### config.mk
export PLATFORM = sky130hd
export DESIGN_NAME = plcm_messenger
export DESIGN_NICKNAME = d
export VERILOG_FILES = /design/src/verilog/plcm_pkg.sv /design/src/verilog/plcm_cfg_if.sv /design/src/verilog/plcm_messenger.sv /design/src/verilog/plcm_switch_sync.sv
export VERILOG_INCLUDE_DIRS = /design/src /design/src/verilog
export SDC_FILE = /design/constraint.sdc
export NUM_CORES = 1
export LEC_CHECK = 0
export BUFFER_PORTS_ARGS = -buffer_cell sky130_fd_sc_hd__buf_2
export CAP_MARGIN = 10
export CORE_MARGIN = 10
export CORE_UTILIZATION = 46
export CTS_CLUSTER_SIZE = 8
export DETAILED_ROUTE_END_ITERATION = 7
export GPL_ROUTABILITY_DRIVEN = 0
export GPL_TIMING_DRIVEN = 0
export PLACE_DENSITY = 0.67
export SETUP_SLACK_MARGIN = 0.02
export SYNTH_ARGS = -nofsm -noshare
export SYNTH_HDL_FRONTEND = slang
export SYNTH_SLANG_ARGS = --single-unit
### constraint.sdc
create_clock -name CLK -period 7.3 [get_ports CLK]
set_clock_uncertainty 0.05 [all_clocks]
set_input_delay 1.095 -clock CLK [delete_from_list [all_inputs] [get_ports CLK]]
set_output_delay 1.095 -clock CLK [all_outputs]
set_load 0.005 [all_outputs]
### src/verilog/plcm_consts.svh
`ifndef PLCM_CONSTS_SVH
`define PLCM_CONSTS_SVH

// Avalon register offsets (byte addresses, word aligned).
`define PLCM_OFS_CONFIG   5'h00
`define PLCM_OFS_STATUS   5'h04
`define PLCM_OFS_IRQ_STAT 5'h08
`define PLCM_OFS_IRQ_MASK 5'h0c
`define PLCM_OFS_CONTROL  5'h10

// Switch bank positions, counted from zero for switch 1.
`define PLCM_SW_BAUD      0
`define PLCM_SW_CYC_LO    1
`define PLCM_SW_CYC_HI    2
`define PLCM_SW_ADDR_LSB  3
`define PLCM_SW_VARIANT   7

// Interrupt status bit positions and width.
`define PLCM_IRQ_FAULT_SET 0
`define PLCM_IRQ_FAULT_CLR 1
`define PLCM_IRQ_TX        2
`define PLCM_IRQ_W         3

// Times in milliseconds, then the clock in MHz and cycles per millisecond.
`define PLCM_CYC_200_MS    200
`define PLCM_CYC_100_MS    100
`define PLCM_CYC_50_MS     50
`define PLCM_MON_2400_MS   2400
`define PLCM_MON_1200_MS   1200
`define PLCM_MON_600_MS    600
`define PLCM_MAX_SPACE_MS  500
`define PLCM_CLK_MHZ       100
`define PLCM_CYC_PER_MS    (`PLCM_CLK_MHZ * 1000)

// Line rates in baud.
`define PLCM_BAUD_FAST     1500000
`define PLCM_BAUD_SLOW     187500

// Reset values of software controls.
`define PLCM_CONTROL_RST   2'h0
`define PLCM_MASK_RST      3'h0

`endif

### src/verilog/plcm_pkg.sv
package plcm_pkg;
  typedef enum logic [1:0] {
    PLCM_CYC_50  = 2'h0,
    PLCM_CYC_200 = 2'h1,
    PLCM_CYC_100 = 2'h2,
    PLCM_CYC_BAD = 2'h3
  } plcm_cyc_e;
endpackage

### src/verilog/plcm_cfg_if.sv
`timescale 1ns/100ps
interface plcm_cfg_if;
  logic       baud_fast;
  logic [1:0] cyc_sel;
  logic [3:0] station_addr;
  logic       customer_variant;
  modport src (output baud_fast, output cyc_sel, output station_addr, output customer_variant);
  modport dst (input baud_fast, input cyc_sel, input station_addr, input customer_variant);
endinterface

### src/verilog/plcm_messenger.sv
// Overview of operation
// [RQ1] Switch 1 on picks 1.5 Mbaud, off picks 187.5 kbaud.
// [RQ2] Switches 2/3 pick cycle: 2 on 200 ms, 3 on 100 ms, both off 50 ms.
// [RQ3] Receipt timeout is 2400, 1200 or 600 ms following the cycle.
// [RQ4] With no key pressed a frame is still sent every cycle; the code sends none while control_reg[1] is set.
// [RQ5] Frames leave at least every 500 ms; a held key stops cyclic frames and control_reg[1] stops all frames.
// [RQ6] Every received frame is answered; while control_reg[1] is set no reply is sent and a pending one is dropped.
// [RQ7] Switches 4 to 7 give the station address 0 to 15.
// [RQ8] Switch 8 on picks the customer panel variant, off standard hardware.
// [RQ9] Default bank is on,off,on,off,on,on,off,on: 1.5 Mbaud, 100 ms, address 6.
// [RQ10] Smaller controller default differs only by switch 1 off.
// [RQ11] Address 6 is standard; another must match the controller block.
// [RQ12] A longer cycle lowers the controller's load.
// [RQ13] Address is binary, on is one, switch 4 is the least significant.
// [RQ14] No frame within the timeout raises a fault; a frame clears it.
`timescale 1ns/100ps
`include "plcm_consts.svh"
module plcm_messenger #(
  parameter int CYC_PER_MS = `PLCM_CYC_PER_MS
) (
  // Clock and reset.
  input  wire logic        CLK,
  input  wire logic        RST,
  // Configuration switch bank, bit 0 is switch 1, high is on.
  input  wire logic [7:0]  CONFIG_SWITCH_BANK,
  // Link side events.
  input  wire logic        KEY_PRESSED,
  input  wire logic        RX_FRAME,
  output logic             TX_REQ,
  output logic             TX_IS_REPLY,
  input  wire logic        TX_DONE,
  // Link configuration and fault status out.
  output logic             BAUD_FAST,
  output logic [3:0]       STATION_ADDR,
  output logic             CUSTOMER_VARIANT,
  output logic             COMM_FAULT,
  // Avalon-MM slave.
  input  wire logic [4:0]  AVS_ADDRESS,
  input  wire logic        AVS_READ,
  input  wire logic        AVS_WRITE,
  input  wire logic [31:0] AVS_WRITEDATA,
  input  wire logic [3:0]  AVS_BYTEENABLE,
  output logic [31:0]      AVS_READDATA,
  output logic             AVS_WAITREQUEST,
  output logic [1:0]       AVS_RESPONSE,
  // Interrupt.
  output logic             IRQ
);
  initial begin
    if (CYC_PER_MS < 1) $error("CYC_PER_MS must be positive");
  end

  localparam int CW = 32;
  localparam logic [CW-1:0] T50   = CW'(`PLCM_CYC_50_MS * CYC_PER_MS);
  localparam logic [CW-1:0] T100  = CW'(`PLCM_CYC_100_MS * CYC_PER_MS);
  localparam logic [CW-1:0] T200  = CW'(`PLCM_CYC_200_MS * CYC_PER_MS);
  localparam logic [CW-1:0] M600  = CW'(`PLCM_MON_600_MS * CYC_PER_MS);
  localparam logic [CW-1:0] M1200 = CW'(`PLCM_MON_1200_MS * CYC_PER_MS);
  localparam logic [CW-1:0] M2400 = CW'(`PLCM_MON_2400_MS * CYC_PER_MS);
  localparam logic [CW-1:0] TMAX  = CW'(`PLCM_MAX_SPACE_MS * CYC_PER_MS);

  plcm_cfg_if cfg ();

  plcm_switch_sync #(.W(8)) u_sync (
    .clk    (CLK),
    .rst    (RST),
    .sw_raw (CONFIG_SWITCH_BANK),
    .cfg    (cfg.src)
  );

  // Raw link events come from logic on the same clock.
  logic          key_s, rx_s;
  assign key_s = KEY_PRESSED;
  assign rx_s  = RX_FRAME;

  plcm_pkg::plcm_cyc_e cyc;
  logic [CW-1:0] cyc_len, mon_len, period;
  logic [1:0]    control_reg, control_next;

  always_comb begin
    cyc = plcm_pkg::plcm_cyc_e'(cfg.cyc_sel);
    case (cyc)
      plcm_pkg::PLCM_CYC_200: begin
        cyc_len = T200; // RQ2
        mon_len = M2400; // RQ3
      end
      plcm_pkg::PLCM_CYC_100: begin
        cyc_len = T100; // RQ2
        mon_len = M1200; // RQ3
      end
      plcm_pkg::PLCM_CYC_50: begin
        cyc_len = T50; // RQ2
        mon_len = M600; // RQ3
      end
      default: begin
        // Both switches on is not a listed setting; the fastest cycle keeps spacing safe.
        cyc_len = T50;
        mon_len = M600;
      end
    endcase
    // The cycle never exceeds the controller's 500 ms limit.
    period = (cyc_len > TMAX) ? TMAX : cyc_len; // RQ5
  end

  // Transmit scheduler: idle, cyclic send, reply send.
  typedef enum logic [1:0] {
    TX_IDLE  = 2'h0,
    TX_CYC   = 2'h1,
    TX_REPLY = 2'h3
  } plcm_tx_e;

  plcm_tx_e      tx_reg, tx_next;
  logic [CW-1:0] cyc_cnt_reg, cyc_cnt_next;
  logic [CW-1:0] mon_cnt_reg, mon_cnt_next;
  logic          reply_pend_reg, reply_pend_next;
  logic          fault_reg, fault_next;
  logic          ev_fault_set, ev_fault_clr, ev_tx;

  always_comb begin
    tx_next         = tx_reg;
    cyc_cnt_next    = cyc_cnt_reg;
    reply_pend_next = reply_pend_reg | rx_s; // RQ6
    ev_tx           = 1'b0;
    // A held key keeps the cyclic timer restarting, so no cyclic frame is sent while it is down.
    if (key_s || cyc_cnt_reg >= period - 1'b1) begin
      cyc_cnt_next = '0;
    end else begin
      cyc_cnt_next = cyc_cnt_reg + 1'b1;
    end
    case (tx_reg)
      TX_IDLE: begin
        if (reply_pend_reg) begin
          tx_next         = TX_REPLY; // RQ6
          reply_pend_next = rx_s;
        end else if (!key_s && cyc_cnt_reg >= period - 1'b1) begin
          tx_next = TX_CYC; // RQ4
        end
      end
      TX_CYC, TX_REPLY: begin
        if (TX_DONE) begin
          tx_next = TX_IDLE;
          ev_tx   = 1'b1;
        end
      end
      default: tx_next = TX_IDLE;
    endcase
    if (control_reg[1]) begin
      tx_next = TX_IDLE;
    end
  end

  // Receipt monitor.
  always_comb begin
    fault_next   = fault_reg;
    mon_cnt_next = mon_cnt_reg;
    if (rx_s) begin
      mon_cnt_next = '0;
      fault_next   = 1'b0; // RQ14
    end else if (mon_cnt_reg >= mon_len - 1'b1) begin
      fault_next = 1'b1; // RQ14
    end else begin
      mon_cnt_next = mon_cnt_reg + 1'b1;
    end
    ev_fault_set = fault_next & ~fault_reg;
    ev_fault_clr = fault_reg & ~fault_next;
  end

  always_ff @(posedge CLK or posedge RST) begin
    if (RST) begin
      tx_reg         <= TX_IDLE;
      cyc_cnt_reg    <= '0;
      mon_cnt_reg    <= '0;
      reply_pend_reg <= 1'b0;
      fault_reg      <= 1'b0;
    end else begin
      tx_reg         <= tx_next;
      cyc_cnt_reg    <= cyc_cnt_next;
      mon_cnt_reg    <= mon_cnt_next;
      reply_pend_reg <= reply_pend_next;
      fault_reg      <= fault_next;
    end
  end

  assign TX_REQ           = (tx_reg != TX_IDLE);
  assign TX_IS_REPLY      = (tx_reg == TX_REPLY);
  assign COMM_FAULT       = fault_reg;
  // The bank is taken as set, so the suggested defaults need no special logic.
  assign BAUD_FAST        = cfg.baud_fast; // RQ1 RQ9 RQ10
  assign STATION_ADDR     = cfg.station_addr; // RQ7 RQ11 RQ13
  assign CUSTOMER_VARIANT = cfg.customer_variant; // RQ8

  // Register file: one wait state on every access.
  logic [`PLCM_IRQ_W-1:0] irq_stat_reg, irq_stat_next;
  logic [`PLCM_IRQ_W-1:0] irq_mask_reg, irq_mask_next;
  logic [31:0]            rdata_reg, rdata_next;
  logic [1:0]             resp_reg, resp_next;
  logic                   ack_reg, ack_next;
  logic [`PLCM_IRQ_W-1:0] ev_vec, w1c;
  logic [7:0]             byte_addr;
  logic                   hit;
  logic                   wr_go;

  always_comb begin
    byte_addr     = {3'h0, AVS_ADDRESS};
    // Writes land only at the edge where the master sees waitrequest low.
    wr_go         = AVS_WRITE & ack_reg & AVS_BYTEENABLE[0];
    ev_vec        = {ev_tx, ev_fault_clr, ev_fault_set};
    ack_next      = (AVS_READ | AVS_WRITE) & ~ack_reg;
    rdata_next    = rdata_reg;
    resp_next     = resp_reg;
    control_next  = control_reg;
    irq_mask_next = irq_mask_reg;
    w1c           = '0;
    hit           = 1'b1;
    if (AVS_READ | AVS_WRITE) begin
      rdata_next = 32'h0;
      case (byte_addr[4:0])
        `PLCM_OFS_CONFIG: begin
          rdata_next = {24'h0, cfg.customer_variant, cfg.station_addr, cfg.cyc_sel, cfg.baud_fast};
        end
        `PLCM_OFS_STATUS: begin
          rdata_next = {27'h0, reply_pend_reg, tx_reg, fault_reg, key_s};
        end
        `PLCM_OFS_IRQ_STAT: begin
          rdata_next = {29'h0, irq_stat_reg};
          if (wr_go) w1c = AVS_WRITEDATA[`PLCM_IRQ_W-1:0];
        end
        `PLCM_OFS_IRQ_MASK: begin
          rdata_next = {29'h0, irq_mask_reg};
          if (wr_go) irq_mask_next = AVS_WRITEDATA[`PLCM_IRQ_W-1:0];
        end
        `PLCM_OFS_CONTROL: begin
          rdata_next = {30'h0, control_reg};
          if (wr_go) control_next = AVS_WRITEDATA[1:0];
        end
        default: hit = 1'b0;
      endcase
      resp_next = hit ? 2'h0 : 2'h2;
    end
    // A new event wins over a clear in the same cycle.
    irq_stat_next = (irq_stat_reg & ~w1c) | ev_vec;
  end

  always_ff @(posedge CLK or posedge RST) begin
    if (RST) begin
      irq_stat_reg <= '0;
      irq_mask_reg <= `PLCM_MASK_RST;
      control_reg  <= `PLCM_CONTROL_RST;
      rdata_reg    <= 32'h0;
      resp_reg     <= 2'h0;
      ack_reg      <= 1'b0;
    end else begin
      irq_stat_reg <= irq_stat_next;
      irq_mask_reg <= irq_mask_next;
      control_reg  <= control_next;
      rdata_reg    <= rdata_next;
      resp_reg     <= resp_next;
      ack_reg      <= ack_next;
    end
  end

  assign AVS_READDATA    = rdata_reg;
  assign AVS_RESPONSE    = resp_reg;
  assign AVS_WAITREQUEST = (AVS_READ | AVS_WRITE) & ~ack_reg;
  assign IRQ             = |(irq_stat_reg & irq_mask_reg);
endmodule

### src/verilog/plcm_switch_sync.sv
`timescale 1ns/100ps
`include "plcm_consts.svh"
module plcm_switch_sync #(
  parameter int W = 8
) (
  // Clock and reset.
  input  wire logic         clk,
  input  wire logic         rst,
  // Raw switch levels.
  input  wire logic [W-1:0] sw_raw,
  // Debounced configuration.
  plcm_cfg_if.src           cfg
);
  initial begin
    if (W != 8) $error("switch bank must be eight wide");
  end

  logic [W-1:0] s1_reg, s2_reg, s3_reg, st_reg;
  logic [W-1:0] st_next;

  // A change counts only once the second and third stages agree.
  always_comb begin
    st_next = st_reg;
    for (int i = 0; i < W; i++) begin
      if (s2_reg[i] == s3_reg[i]) begin
        st_next[i] = s3_reg[i];
      end
    end
  end

  always_ff @(posedge clk or posedge rst) begin
    if (rst) begin
      s1_reg <= '0;
      s2_reg <= '0;
      s3_reg <= '0;
      st_reg <= '0;
    end else begin
      s1_reg <= sw_raw;
      s2_reg <= s1_reg;
      s3_reg <= s2_reg;
      st_reg <= st_next;
    end
  end

  assign cfg.baud_fast        = st_reg[`PLCM_SW_BAUD];
  assign cfg.cyc_sel          = {st_reg[`PLCM_SW_CYC_HI], st_reg[`PLCM_SW_CYC_LO]};
  assign cfg.station_addr     = st_reg[`PLCM_SW_ADDR_LSB +: 4];
  assign cfg.customer_variant = st_reg[`PLCM_SW_VARIANT];
endmodule
==> impl_metrics.py <==
metrics = {
    "status": {
        "status": "complete, no violations",
    },
    "floorplanning": {
        "io_pins": 101,
        "fp-row-count": 41,
        "dieArea_mm2": 0.0180,
        "die_h_um": 134,
        "start_util": 0.472,
        "die_w_um": 134,
        "core-area_mm2": 0.0127,
    },
    "min_path": {
        "hold_class": "flop to flop",
    },
    "global_route": {
        "grt_pass1_wl_um": 23700,
        "grt_max_degree": 80,
        "use_met1": 0.209,
        "use_met2": 0.245,
        "antenna_found_initial": 0,
        "grt_overflow": 0,
        "grt-busiest-layer": "met2",
        "use_met3": 0.0448,
        "first_global_vias": 4664,
        "track_usage": 0.161,
    },
    "clock_tree": {
        "cts_root_buf": "clkbuf_16",
        "cts.hold.buffers_added": 0,
        "clkTransAtPathRegs_ns": 0.06,
        "cts_resized": 0,
        "post_cts_buffers": 0,
        "cts_buffer_depth": 2,
        "cts_sinks": 118,
        "clk_latency_ns": 0.42,
        "cts_made_buffers": 17,
        "cts_tree": "done",
        "htreeDepth": 4,
    },
    "synth": {
        "synth_edf_count": 0,
        "synth_cell_types": 49,
        "synth_top_flop_cell": "dfrtp_1",
        "synth_async_sr_flop_share": 1.00,
        "ys_seq_area_frac": 0.492,
        "ys_seq_elements": 118,
        "yosys_warnings": 0,
        "synthCells": 594,
        "netlist_area_mm2": 0.00600,
        "syn_avg_cell_area_um2": 10.1,
    },
    "worst_setup_path": {
        "arrival_ns": 4.11,
        "required_ns": 7.55,
        "cp-start-kind": "flop",
        "worstSetupPathType": "flop to flop",
        "cp-end-kind": "flop",
        "crit_fanout": 10,
    },
    "run": {
        "cap_violations": 0,
    },
    "drt": {
        "drcViolationCount": 0,
        "wl_per_cell_um": 15.9,
        "first_pass_iters": 5,
        "drtIter0Drc": 324,
        "routed_via_density": 5.41,
        "antenna_left": 0,
        "wl_um": 13800,
        "dr_total_vias": 4708,
    },
    "sta": {
        "fin_crit_sh": 0.529,
        "fin_crit_ns": 3.86,
        "slew_headroom": 0.589,
        "setup_violations": 0,
        "setup_tns_ns": 0,
        "rsz0062_at_grt": "no",
        "maxSlewViolCount": 0,
        "worst_pin_slew_ns": 0.612,
        "hold_violations": 0,
        "max_freq_mhz": 259,
        "setup_ws_ns": 3.44,
    },
    "finish": {
        "diodes": 0,
        "drive_gt1_frac": 0.157,
        "syn_to_final_growth_pct": 18.9,
        "nets": 784,
        "fillers": 1107,
    },
    "placement": {
        "pre_cts_ws_ns": 3.51,
        "hpwl_um": 9870,
        "port_buffers": 42,
    },
    "pwr": {
        "p_per_area_mw_per_mm2": 227,
        "p_leak_uw": 0.00325,
        "ir_drop_v": 0.000157,
    },
}
-- cells in the mapped netlist, drive strengths merged, types with 13 or more instances --
| library cell | number | area (µm²) |
|---|---|---|
| o21ai | 29 | 145 |
| ha | 42 | 526 |
| nor2 | 56 | 210 |
| a21oi | 39 | 195 |
| or3 | 15 | 93.8 |
| dfrtp | 118 | 2950 |
| buf | 28 | 214 |
| nand3 | 26 | 130 |
| xor2 | 13 | 114 |
| nand2 | 43 | 161 |
| inv | 23 | 86.3 |
| clkbuf | 16 | 60.1 |
| nand4 | 18 | 113 |
-- routing by layer --
layer	share of wire	up-vias
met1	0.45	2269
li1	-	2273
met2	0.47	147
met4	0.016	0
met3	0.056	19
met5	0	-
-- logic make-up (layout without fill, tap and decap cells) --
| family | count (synthesis) | in the layout | share of synthesized area |
|---|---|---|---|
| AO/OA/AOI/OAI | 110 | 110 | 0.113 |
| XOR/XNOR | 25 | 25 | 0.0365 |
| adder cells (fa/ha/maj) | 50 | 50 | 0.101 |
| buffers and inverters | 67 | 142 | 0.0600 |
| flip-flops | 118 | 118 | 0.492 |
| multiplexers | 8 | 8 | 0.0144 |
| other | 2 | 32 | 0.00125 |
| AND/OR/NAND/NOR | 214 | 214 | 0.182 |
-- placed cells by master, fill, tap and decap left out, types with 4 or more instances in the layout --
| cell | count |
|---|---|
| mux2_2 | 5 |
| and4_1 | 6 |
| buf_4 | 25 |
| nor4_1 | 6 |
| nand2_1 | 43 |
| o21ai_0 | 29 |
| or4_1 | 12 |
| or3_1 | 15 |
| and3_1 | 11 |
| o31ai_1 | 12 |
| a21oi_1 | 39 |
| clkinvlp_4 | 4 |
| inv_6 | 5 |
| nor2b_1 | 4 |
| nor2_1 | 56 |
| clkbuf_16 | 17 |
| ha_1 | 42 |
| nor3_1 | 10 |
| nand4_1 | 18 |
| clkbuf_1 | 17 |
| nand3_1 | 26 |
| buf_2 | 42 |
| dfrtp_1 | 118 |
| inv_1 | 22 |
| conb_1 | 32 |
| maj3_1 | 8 |
| xnor2_1 | 12 |
| xor2_1 | 13 |
-- final cells by class --
cell class | instances | area (µm²) | area share
multi-input combinational | 439 | 2800 | 0.392
buffer | 44 | 274 | 0.0384
clock buffer | 19 | 443 | 0.0621
clock inverter | 13 | 123 | 0.0172
timing repair buffer | 43 | 238 | 0.0333
inverter | 23 | 91.3 | 0.0128
tap | 172 | 215 | 0.0301
sequential | 118 | 2950 | 0.414
-- worst paths after layout --
kind                                              start                          end  slack, ns  depth (start not counted)
min in group asynchronous                           RST   u_sync.s1_reg[5]$_DFF_PP0_       0.62                          2
setup reg to reg           u_sync.st_reg[1]$_DFFE_PP0N_  mon_cnt_reg[12]$_DFFE_PP0P_       3.44                         12
setup / recovery           u_sync.st_reg[1]$_DFFE_PP0N_  mon_cnt_reg[12]$_DFFE_PP0P_       3.44                         12
hold reg to reg              u_sync.s1_reg[6]$_DFF_PP0_   u_sync.s2_reg[6]$_DFF_PP0_       0.30                          0
hold / removal               u_sync.s1_reg[6]$_DFF_PP0_   u_sync.s2_reg[6]$_DFF_PP0_       0.30                          0
max in group asynchronous                           RST  mon_cnt_reg[18]$_DFFE_PP0P_       5.87                          3
-- report_power, final --
part | total, µW | internal, µW | leakage, µW | switching, µW
logic | 130 | 51.9 | 0.00144 | 77.7
clock network | 792 | 480 | 0.000267 | 312
registers | 699 | 678 | 0.00154 | 20.3
-- per-stage QoR --
stage	instance area, µm²	util	hold WS [ns]	power, µW	std cells
after floorplan	6110	-	0.281	788	624
after global placement	6540	0.514	0.282	829	838
after detailed placement	6570	0.517	0.285	839	839
after CTS	7140	0.561	0.298	1640	871
after global routing	7140	0.561	0.307	1690	871
final	7140	0.561	0.295	1620	871
-- worst max-delay path: stages (launching register included) --
cell and delay [ns]:
dfrtp_1 0.42, inv_1 0.08, ha_1 0.55, inv_1 0.28
ha_1 0.38, a21oi_1 0.16, o21ai_0 0.12, or4b_1 0.51
a2bb2oi_1 0.17, buf_6 0.16, buf_6 0.14, nor4_1 0.33
mux2_2 0.37
No activity file was read; power rests on OpenSTA's default activity.
